### src/logic/dacfe_pkg.sv
// Shared constants for the quad DAC serial load front end
package dacfe_pkg;
  // --------------------------------------------------------------------
  // Channel and word layout
  // --------------------------------------------------------------------
  localparam int CH_COUNT = 4;
  localparam int CH_BITS = 2;
  localparam int CODE_BITS = 16;
  localparam int WORD_BITS = 24;
  localparam int CH_POS = 16;
  // --------------------------------------------------------------------
  // Register map, byte addresses
  // --------------------------------------------------------------------
  localparam int ADDR_BITS = 8;
  localparam logic [7:0] CTRL_OFS = 8'h00;
  localparam logic [7:0] STATUS_OFS = 8'h04;
  localparam logic [7:0] INPUT_BASE = 8'h10;
  localparam logic [7:0] DAC_BASE = 8'h20;
  localparam logic [7:0] BLOCK_MASK = 8'hF0;
  // CTRL fields
  localparam int CTRL_MID_POS = 0;
  localparam int CTRL_UNI_POS = 1;
  localparam int CTRL_RB_POS = 5;
  localparam int CTRL_BITS = 6;
  localparam logic [CTRL_BITS-1:0] CTRL_RESET = 6'h00;
  // STATUS fields
  localparam int STAT_ACTIVE_POS = 16;
  // --------------------------------------------------------------------
  // Bus answers and pin reset levels
  // --------------------------------------------------------------------
  localparam logic [1:0] RESP_OKAY = 2'h0;
  localparam logic [1:0] RESP_SLVERR = 2'h2;
  // Order: frame sync, sclk, serial_data_in, load, clear, coding select
  localparam int PIN_COUNT = 6;
  localparam logic [PIN_COUNT-1:0] PIN_RESET = 6'h27;
endpackage

### src/logic/quad_dac_serial_load_control.sv
// Quad DAC serial load, double buffer, clear and AXI4-Lite control
//
// Contract
// - Bipolar: pin high offset binary, low twos
// - Unipolar ranges always straight binary
// - Frame sync low: shift on falling clock
// - Frame sync rise latches word, acts
// - Load held low: update on sync rise
// - Load high defers; falling load updates all
// - Clear low forces zero or midscale
// - Readback/daisy mode shifts register onto output
// - Output changes on rising edge, host samples falling
`timescale 1ns/10ps
module quad_dac_serial_load_control (
  input wire logic CORE_CLK,
  input wire logic SYS_RST,
  input wire logic [dacfe_pkg::ADDR_BITS-1:0] S_AXI_AWADDR,
  input wire logic S_AXI_AWVALID,
  output logic S_AXI_AWREADY,
  input wire logic [31:0] S_AXI_WDATA,
  input wire logic [3:0] S_AXI_WSTRB,
  input wire logic S_AXI_WVALID,
  output logic S_AXI_WREADY,
  output logic [1:0] S_AXI_BRESP,
  output logic S_AXI_BVALID,
  input wire logic S_AXI_BREADY,
  input wire logic [dacfe_pkg::ADDR_BITS-1:0] S_AXI_ARADDR,
  input wire logic S_AXI_ARVALID,
  output logic S_AXI_ARREADY,
  output logic [31:0] S_AXI_RDATA,
  output logic [1:0] S_AXI_RRESP,
  output logic S_AXI_RVALID,
  input wire logic S_AXI_RREADY,
  input wire logic FRAME_SYNC_N,
  input wire logic SERIAL_CLK,
  input wire logic SERIAL_DATA_IN,
  output logic SERIAL_DATA_OUT,
  input wire logic LOAD_OUTPUTS_N,
  input wire logic CLEAR_N,
  input wire logic BIPOLAR_CODING_SELECT,
  output logic [dacfe_pkg::CH_COUNT*dacfe_pkg::CODE_BITS-1:0] DAC_CODE
);
  import dacfe_pkg::*;
  // --------------------------------------------------------------------
  // Pin synchronisation and edge detection
  // --------------------------------------------------------------------
  logic [PIN_COUNT-1:0] pins;
  logic sync_s, sclk_s, serial_data_in_s, load_s, clear_s, coding_s;
  logic sync_d, sclk_d, load_d;
  logic sync_rise, sclk_fall, sclk_rise, load_fall;
  pin_sync #(.WIDTH(PIN_COUNT), .RESET_VAL(PIN_RESET)) u_pin_sync (
    .clk(CORE_CLK),
    .rst(SYS_RST),
    .din({FRAME_SYNC_N, SERIAL_CLK, SERIAL_DATA_IN, LOAD_OUTPUTS_N,
          CLEAR_N, BIPOLAR_CODING_SELECT}),
    .dout(pins)
  );
  assign {sync_s, sclk_s, serial_data_in_s, load_s, clear_s, coding_s} = pins;
  always_ff @(posedge CORE_CLK or posedge SYS_RST) begin
    if (SYS_RST) begin
      sync_d <= 1'b1;
      sclk_d <= 1'b0;
      load_d <= 1'b1;
    end else begin
      sync_d <= sync_s;
      sclk_d <= sclk_s;
      load_d <= load_s;
    end
  end
  assign sync_rise = sync_s && !sync_d;
  assign sclk_fall = sclk_d && !sclk_s && !sync_s;
  assign sclk_rise = !sclk_d && sclk_s && !sync_s;
  assign load_fall = load_d && !load_s;
  // --------------------------------------------------------------------
  // Control register
  // --------------------------------------------------------------------
  logic [CTRL_BITS-1:0] ctrl;
  logic clear_mid, rb_en;
  logic [CH_COUNT-1:0] unipolar;
  assign clear_mid = ctrl[CTRL_MID_POS];
  assign unipolar = ctrl[CTRL_UNI_POS +: CH_COUNT];
  assign rb_en = ctrl[CTRL_RB_POS];
  // --------------------------------------------------------------------
  // Serial shift path
  // --------------------------------------------------------------------
  logic [WORD_BITS-1:0] shift_reg;
  logic shift_msb;
  logic [CH_BITS-1:0] word_ch;
  logic [CODE_BITS-1:0] word_data;
  logic [15:0] frame_count;
  assign shift_msb = shift_reg[WORD_BITS-1];
  assign word_ch = shift_reg[CH_POS +: CH_BITS];
  assign word_data = shift_reg[CODE_BITS-1:0];
  always_ff @(posedge CORE_CLK or posedge SYS_RST) begin
    if (SYS_RST) begin
      shift_reg <= '0;
    end else if (sclk_fall) begin
      shift_reg <= {shift_reg[WORD_BITS-2:0], serial_data_in_s};
    end
  end
  // Old contents leave MSB first, so the chain passes words on
  always_ff @(posedge CORE_CLK or posedge SYS_RST) begin
    if (SYS_RST) begin
      SERIAL_DATA_OUT <= 1'b0;
    end else if (sclk_rise) begin
      SERIAL_DATA_OUT <= rb_en && shift_msb;
    end
  end
  always_ff @(posedge CORE_CLK or posedge SYS_RST) begin
    if (SYS_RST) begin
      frame_count <= 16'h0000;
    end else if (sync_rise) begin
      frame_count <= frame_count + 16'h0001;
    end
  end
  // --------------------------------------------------------------------
  // Double buffer, clear and coding, one slice per channel
  // --------------------------------------------------------------------
  logic [CH_COUNT-1:0][CODE_BITS-1:0] input_reg, dac_reg, code_out;
  logic [CH_COUNT-1:0][CODE_BITS-1:0] clear_code;
  logic [CH_COUNT-1:0] twos;
  generate
    for (genvar i = 0; i < CH_COUNT; i++) begin : g_ch
      // Twos complement only for bipolar channels with the pin low
      assign twos[i] = !unipolar[i] && !coding_s;
      assign clear_code[i] = {clear_mid ^ twos[i], {(CODE_BITS-1){1'b0}}};
      always_ff @(posedge CORE_CLK or posedge SYS_RST) begin
        if (SYS_RST) begin
          input_reg[i] <= '0;
        end else if (sync_rise && word_ch == CH_BITS'(i)) begin
          input_reg[i] <= word_data;
        end
      end
      // Clear outranks loads; input register is kept for later
      always_ff @(posedge CORE_CLK or posedge SYS_RST) begin
        if (SYS_RST) begin
          dac_reg[i] <= '0;
        end else if (!clear_s) begin
          dac_reg[i] <= clear_code[i];
        end else if (load_fall) begin
          dac_reg[i] <= (sync_rise && word_ch == CH_BITS'(i)) ?
                        word_data : input_reg[i];
        end else if (sync_rise && !load_s && word_ch == CH_BITS'(i)) begin
          dac_reg[i] <= word_data;
        end
      end
      // Converter always sees straight binary
      always_ff @(posedge CORE_CLK or posedge SYS_RST) begin
        if (SYS_RST) begin
          code_out[i] <= '0;
        end else begin
          code_out[i] <= dac_reg[i] ^ {twos[i], {(CODE_BITS-1){1'b0}}};
        end
      end
    end
  endgenerate
  assign DAC_CODE = code_out;
  // --------------------------------------------------------------------
  // AXI4-Lite write channel
  // --------------------------------------------------------------------
  logic aw_held, w_held;
  logic [ADDR_BITS-1:0] aw_addr;
  logic [31:0] w_data;
  logic [3:0] w_strb;
  logic do_write;
  // Address and data accepted in either order, one write in flight
  assign S_AXI_AWREADY = !aw_held;
  assign S_AXI_WREADY = !w_held;
  assign do_write = aw_held && w_held && !S_AXI_BVALID;
  always_ff @(posedge CORE_CLK or posedge SYS_RST) begin
    if (SYS_RST) begin
      aw_held <= 1'b0;
      aw_addr <= '0;
    end else if (S_AXI_AWVALID && !aw_held) begin
      aw_held <= 1'b1;
      aw_addr <= S_AXI_AWADDR;
    end else if (do_write) begin
      aw_held <= 1'b0;
    end
  end
  always_ff @(posedge CORE_CLK or posedge SYS_RST) begin
    if (SYS_RST) begin
      w_held <= 1'b0;
      w_data <= '0;
      w_strb <= '0;
    end else if (S_AXI_WVALID && !w_held) begin
      w_held <= 1'b1;
      w_data <= S_AXI_WDATA;
      w_strb <= S_AXI_WSTRB;
    end else if (do_write) begin
      w_held <= 1'b0;
    end
  end
  always_ff @(posedge CORE_CLK or posedge SYS_RST) begin
    if (SYS_RST) begin
      ctrl <= CTRL_RESET;
    end else if (do_write && aw_addr == CTRL_OFS && w_strb[0]) begin
      ctrl <= w_data[CTRL_BITS-1:0];
    end
  end
  always_ff @(posedge CORE_CLK or posedge SYS_RST) begin
    if (SYS_RST) begin
      S_AXI_BVALID <= 1'b0;
      S_AXI_BRESP <= RESP_OKAY;
    end else if (do_write) begin
      S_AXI_BVALID <= 1'b1;
      S_AXI_BRESP <= (aw_addr == CTRL_OFS) ? RESP_OKAY : RESP_SLVERR;
    end else if (S_AXI_BREADY) begin
      S_AXI_BVALID <= 1'b0;
    end
  end
  // --------------------------------------------------------------------
  // AXI4-Lite read channel
  // --------------------------------------------------------------------
  logic [31:0] next_rdata;
  logic [1:0] next_rresp;
  assign S_AXI_ARREADY = !S_AXI_RVALID;
  always_comb begin
    next_rdata = 32'h00000000;
    next_rresp = RESP_OKAY;
    if (S_AXI_ARADDR == CTRL_OFS) begin
      next_rdata[CTRL_BITS-1:0] = ctrl;
    end else if (S_AXI_ARADDR == STATUS_OFS) begin
      next_rdata[15:0] = frame_count;
      next_rdata[STAT_ACTIVE_POS] = !sync_s;
    end else if ((S_AXI_ARADDR & BLOCK_MASK) == INPUT_BASE) begin
      next_rdata[CODE_BITS-1:0] = input_reg[S_AXI_ARADDR[3:2]];
    end else if ((S_AXI_ARADDR & BLOCK_MASK) == DAC_BASE) begin
      next_rdata[CODE_BITS-1:0] = dac_reg[S_AXI_ARADDR[3:2]];
    end else begin
      next_rresp = RESP_SLVERR;
    end
  end
  always_ff @(posedge CORE_CLK or posedge SYS_RST) begin
    if (SYS_RST) begin
      S_AXI_RVALID <= 1'b0;
      S_AXI_RDATA <= 32'h00000000;
      S_AXI_RRESP <= RESP_OKAY;
    end else if (S_AXI_ARVALID && !S_AXI_RVALID) begin
      S_AXI_RVALID <= 1'b1;
      S_AXI_RDATA <= next_rdata;
      S_AXI_RRESP <= next_rresp;
    end else if (S_AXI_RREADY) begin
      S_AXI_RVALID <= 1'b0;
    end
  end

  logic [CODE_BITS-1:0] dac0, code0;
  assign dac0 = dac_reg[0];
  assign code0 = code_out[0];
endmodule

### src/logic/pin_sync.sv
// Two-stage synchroniser for asynchronous input pins
`timescale 1ns/10ps
module pin_sync #(
  parameter int WIDTH = 1,
  parameter logic [WIDTH-1:0] RESET_VAL = '0
) (
  input wire logic clk,
  input wire logic rst,
  input wire logic [WIDTH-1:0] din,
  output logic [WIDTH-1:0] dout
);
  logic [WIDTH-1:0] meta;

  // First stage feeds only the second
  always_ff @(posedge clk or posedge rst) begin
    if (rst) begin
      meta <= RESET_VAL;
      dout <= RESET_VAL;
    end else begin
      meta <= din;
      dout <= meta;
    end
  end
endmodule

### config.mk
export PLATFORM = sky130hd
export DESIGN_NAME = quad_dac_serial_load_control
export DESIGN_NICKNAME = d
export VERILOG_FILES = /design/src/logic/dacfe_pkg.sv /design/src/logic/quad_dac_serial_load_control.sv /design/src/logic/pin_sync.sv
export SDC_FILE = /design/constraint.sdc
export NUM_CORES = 1
export LEC_CHECK = 0
export ABC_AREA = 1
export BUFFER_PORTS_ARGS = -buffer_cell sky130_fd_sc_hd__buf_2
export CORE_ASPECT_RATIO = 1.1
export CORE_MARGIN = 5
export CORE_UTILIZATION = 32
export CTS_BUF_LIST = sky130_fd_sc_hd__clkbuf_4
export CTS_CLUSTER_SIZE = 8
export DETAILED_ROUTE_END_ITERATION = 6
export PLACE_DENSITY = 0.54
export SYNTH_ARGS = -nofsm -noshare
export SYNTH_HDL_FRONTEND = slang
export SYNTH_SLANG_ARGS = --single-unit
### constraint.sdc
create_clock -name CORE_CLK -period 19.1 [get_ports CORE_CLK]
set_clock_uncertainty 0.2 [all_clocks]
set_input_delay 2.865 -clock CORE_CLK [delete_from_list [all_inputs] [get_ports CORE_CLK]]
set_output_delay 2.865 -clock CORE_CLK [all_outputs]
set_load 0.02 [all_outputs]
Word-level counts from Yosys, hierarchy flattened
Index checks and enable logic that the tools add are counted.
- register bits: 294
- logic and storage cells: 137
- $lt $le $gt $ge: 1
- bitwise gates (word level): 8
- muxes and demuxes: 38
- reduce and logical (&&, ||, !) cells: 48
- equality and inequality tests: 10
- $add $sub $neg: 1
- operators with widths (operator ; count):
    16-bit two-way mux ; 21
    16-bit binary-select mux with 2-bit select ; 2
    16-bit bitwise XOR ; 4
    1-bit logical AND ; 27
    16-bit by 1-bit adder with 16-bit output (second input constant) ; 1
    8-bit logical NOT ; 2
    1-bit logical NOT ; 14
    3-bit != test (second input constant) ; 4
    11-bit two-way mux ; 1
    2-bit two-way mux ; 5
    8-bit by 3-bit equality test with 1-bit output (second input constant) ; 1
    1-bit two-way mux ; 8
    2-bit nonzero test ; 4
    6-bit two-way mux ; 1
    2-bit equality test (second input constant) ; 2
    4-bit by 1-bit equality test with 1-bit output (second input constant) ; 1
    4-bit by 2-bit equality test with 1-bit output (second input constant) ; 1
    1-bit bitwise XOR ; 4
    2-bit by 3-bit < comparator with 1-bit output (second input constant) ; 1
    2-bit by 1-bit equality test with 1-bit output (second input constant) ; 1
    2-bit logical NOT ; 1

Logic depth before layout (Yosys ltp)
- depth in word-level cells: 7
- depth in mapped cells: 11

By module
A second synthesis with hierarchy kept.
- cell total of the unflattened synthesis: 1620
- area, all modules: 13275.2 um2
- by module, submodules not included (module ; instances ; area an instance (um2) ; cells each):
    quad_dac_serial_load_control ; 1 ; 12961.2 ; 1607
    pin_sync ; 1 ; 314.1 ; 13

Worst setup path before layout
No wires, ideal clock.
- path kind: input-to-reg
- from: input port S_AXI_ARADDR[3] in the netlist's numbering
- to: register S_AXI_RDATA[10]
- path buffers: 2
- cell stages on the path: 8
- path slack: 14998 ps
- required time: 18784 ps
- arrival time: 3786 ps
- cells stage by stage: buf_2 > clkinv_1 > nand3_1 > o21ai_2 > buf_2 > nor2_1 > nand2_1 > nand2_1
- word-level cells in the longest chain between the ends: 6
- elaborated cells between the ends (all ways): 10
- ends and longest elaborated chain (item ; RTL line ; source):
    from (decl) ; quad_dac_serial_load_control.sv:27 ; input wire logic [dacfe_pkg::ADDR_BITS-1:0] S_AXI_ARADDR,
    16-bit binary-select mux with 2-bit select ; quad_dac_serial_load_control.sv:229 ; next_rdata[CODE_BITS-1:0] = dac_reg[S_AXI_ARADDR[3:2]];
    16-bit two-way mux (not written as such) ; quad_dac_serial_load_control.sv:229 ;
    16-bit two-way mux ; quad_dac_serial_load_control.sv:228 ; end else if ((S_AXI_ARADDR & BLOCK_MASK) == DAC_BASE) begin
    16-bit two-way mux ; quad_dac_serial_load_control.sv:226 ; end else if ((S_AXI_ARADDR & BLOCK_MASK) == INPUT_BASE) begin
    16-bit two-way mux ; quad_dac_serial_load_control.sv:223 ; end else if (S_AXI_ARADDR == STATUS_OFS) begin
    11-bit two-way mux (*) ; quad_dac_serial_load_control.sv:221 ; if (S_AXI_ARADDR == CTRL_OFS) begin
    to (signal assigned) ; quad_dac_serial_load_control.sv:241 ; S_AXI_RDATA <= next_rdata;
    to (decl) ; quad_dac_serial_load_control.sv:30 ; output logic [31:0] S_AXI_RDATA,
Mark *: on every way between the ends. The rest lies on a longest branch, timed or not. The select of a mux whose other input is x is not followed.
A chain may end at the register's enable or synchronous reset.

Worst setup path in the final report
- from: input port S_AXI_ARADDR[3] in the netlist's numbering
- to: register S_AXI_RDATA[8]
The elaborated chain is that of the path after synthesis.

==> flow_metrics.tcl <==
set metrics [dict create \
    outcome "finished, final reports clean" \
    fp.dieW_um 204 \
    reg2reg_slack_ns 16.12 \
    fin_crit_sh 0.290 \
    yosys.area.top_type_share 0.531 \
    drt-pass1-iter-count 5 \
    start_util 0.323 \
    die_y_um 224 \
    netlist_instances 1618 \
    nets 1836 \
    ctsResizeCount 0 \
    antenna_left 0 \
    p_leak_uw 0.00849 \
    grt_pass1_wl_um 61800 \
    route.detailed.drc 0 \
    timing.slew.headroom 0.282 \
    synth_area_um2 13300 \
    htreeDepth 3 \
    r2r_cells 9 \
    synth_flop_cell "dfrtp_1" \
    crit_path_max_fanout 33 \
    synth_common_cells "702 x nand2_1, 282 x dfrtp_1, 144 x nand3_1" \
    first_global_vias 10900 \
    register_area_um2 7320 \
    synthArstFlopShare 1.00 \
    rsz0062_at_grt "no" \
    antenna_found_initial 2 \
    fin_setup_tns_ns 0 \
    required_ns 19.54 \
    tightest_slew_ns 1.08 \
    cts_hold_buf 0 \
    min-delay-start "u_pin_sync.meta[3]$_DFF_PP0_" \
    powerDensity_nw_per_um2 99.8 \
    maxSlewViolCount 0 \
    cts_root_buf "clkbuf_4" \
    multi_input_area_um2 5000 \
    dp_hpwl_um 24700 \
    rows 78 \
    r2r-end "dac0[14]$_DFFE_PP0P_" \
    worst_setup_path_end_kind "flip-flop" \
    dp.cells 2246 \
    critical_path_arrival_ns 5.98 \
    yosysTopAreaCell "dfrtp_1" \
    whs_path_depth 0 \
    grt_start_max_net_pins 95 \
    synth_area_leaders "dfrtp_1 53%, nand2_1 20%, nand3_1 5.4%" \
    min_to "u_pin_sync.dout[3]$_DFF_PP0_" \
    syn_to_final_growth_pct 15.5 \
    largest_register_ffs 64 \
    die-area_um2 45700 \
    max_freq_ghz 0.180 \
    io_buffer_count 124 \
    peakVddDrop_mv 0.0473 \
    ys_seq_area_frac 0.551 \
    ys_types 37 \
    dpl-instance-area_um2 14300 \
    r2r-start "u_pin_sync.dout[5]$_DFF_PP1_" \
    coreArea_um2 41200 \
    wirelength_um 39000 \
    cts_max_path_buffers 3 \
    place_ws_ns 12.78 \
    cap_violations 0 \
    cp-start-kind "input port" \
    synth-seq-cells 292 \
    grt-ovfl-total 0 \
    fin_crit_ns 5.55 \
    drtIter0Drc 858 \
    post-synth-top-count-cell "nand2_1" \
    crit_type "in2reg" \
    finalHoldViolations 0 \
    p_total_uw 1530 \
    cts_tree "yes" \
    postSynthAreaPerCell_um2 8.21 \
    finalWeightedCongestion 0.817 \
    drive_above_1_share 0.187 \
    numCtsBuffers 82 \
    cts_setup_buffers 0 \
    stdcell_area_um2 15400 \
    setup_viol 0 \
    synth_edf_count 0 \
    fill_cells 4425 \
    yosysWarnings 0 \
    wire_per_inst_um 16.3 \
    pin_count 171 \
    gr-usage-all-layers 0.173 \
    fin_cells 2394 \
    cts.sinks 292 \
    min_path_type "reg2reg" \
    via_per_inst 4.54 \
    clock_latency_ns 0.78 \
    fin_ws_ns 13.55 \
    num_vias 10900 \
    path_clk_slew_ns 0.06 \
]
## layer usage
metal	GRT usage	up-vias	wire length, µm
li1	-	5324	-
met1	0.233	5125	17500
met2	0.260	333	17500
met3	0.0421	83	2510
met4	0.0865	0	1560
met5	0	-	0
## cell type report
type / count / share of cell area
Timing Repair Buffer: 134 / 0.0453
Clock inverter: 14 / 0.00530
Tap cell: 560 / 0.0456
Clock buffer: 131 / 0.0641
Multi-Input combinational cell: 1112 / 0.326
Sequential cell: 292 / 0.477
Antenna cell: 3 / 0.000489
Inverter: 148 / 0.0368
## metrics by stage
stage	util	hold WS, ns
after floorplan	-	0.131
after global placement	0.347	0.137
after detailed placement	0.347	0.136
after CTS	0.373	0.150
after global routing	0.373	0.150
final	0.373	0.147
## kinds of logic (layout without fill, tap and decap cells)
| group | after synthesis | after routing | share of synthesized area |
|---|---|---|---|
| xor+xnor | 15 | 15 | 0.00989 |
| buf+inv | 230 | 427 | 0.0780 |
| compound gates | 103 | 103 | 0.0479 |
| other cells | 1 | 20 | 0.000282 |
| flops | 292 | 292 | 0.551 |
| mux | 10 | 10 | 0.00847 |
| fa+ha+maj | 1 | 1 | 0.000941 |
| simple gates | 966 | 966 | 0.304 |
## critical path, stage by stage
cell      delay [ns]
buf_2           0.08
buf_4           0.44
clkinv_1        0.62
buf_4           0.44
nand2_1         0.12
inv_1           0.05
nand3_1         0.71
nand3_1         0.36
nand2_1         0.17
nand2_1         0.07
## where the power goes
part           internal [µW]  total [µW]  switching [µW]
Combinational           66.8         218             151
Sequential               683         724            41.3
Clock                    322         591             269
## how the worst max path moves through the flow
stage	startpoint	end	slack (ns)
6_report	S_AXI_ARADDR[3]	S_AXI_RDATA[8]$_DFFE_PP0P_	13.55
5_1_grt	S_AXI_ARADDR[3]	S_AXI_RDATA[8]$_DFFE_PP0P_	13.45
4_1_cts	S_AXI_ARADDR[3]	S_AXI_RDATA[8]$_DFFE_PP0P_	13.62
3_5_place_dp	S_AXI_ARADDR[3]	S_AXI_RDATA[8]$_DFFE_PP0P_	12.78
3_3_place_gp	S_AXI_ARADDR[3]	S_AXI_RDATA[8]$_DFFE_PP0P_	12.79
2_1_floorplan	SYS_RST	DAC_CODE[16]$_DFF_PP0_	7.99
## placed cells by master (no fill, tap or decap), types with 21 or more instances in the layout
cell | netlist | layout
o21ai_0 | 41 | 41
dfrtp_1 | 282 | 282
nand2_1 | 702 | 702
nor2_1 | 61 | 61
buf_2 | 20 | 124
o21ai_2 | 25 | 25
and2_1 | 33 | 33
nand3_1 | 144 | 144
inv_1 | 140 | 138
o21ai_1 | 21 | 21
clkbuf_4 | 0 | 131
(Power assumes the default switching activity.)
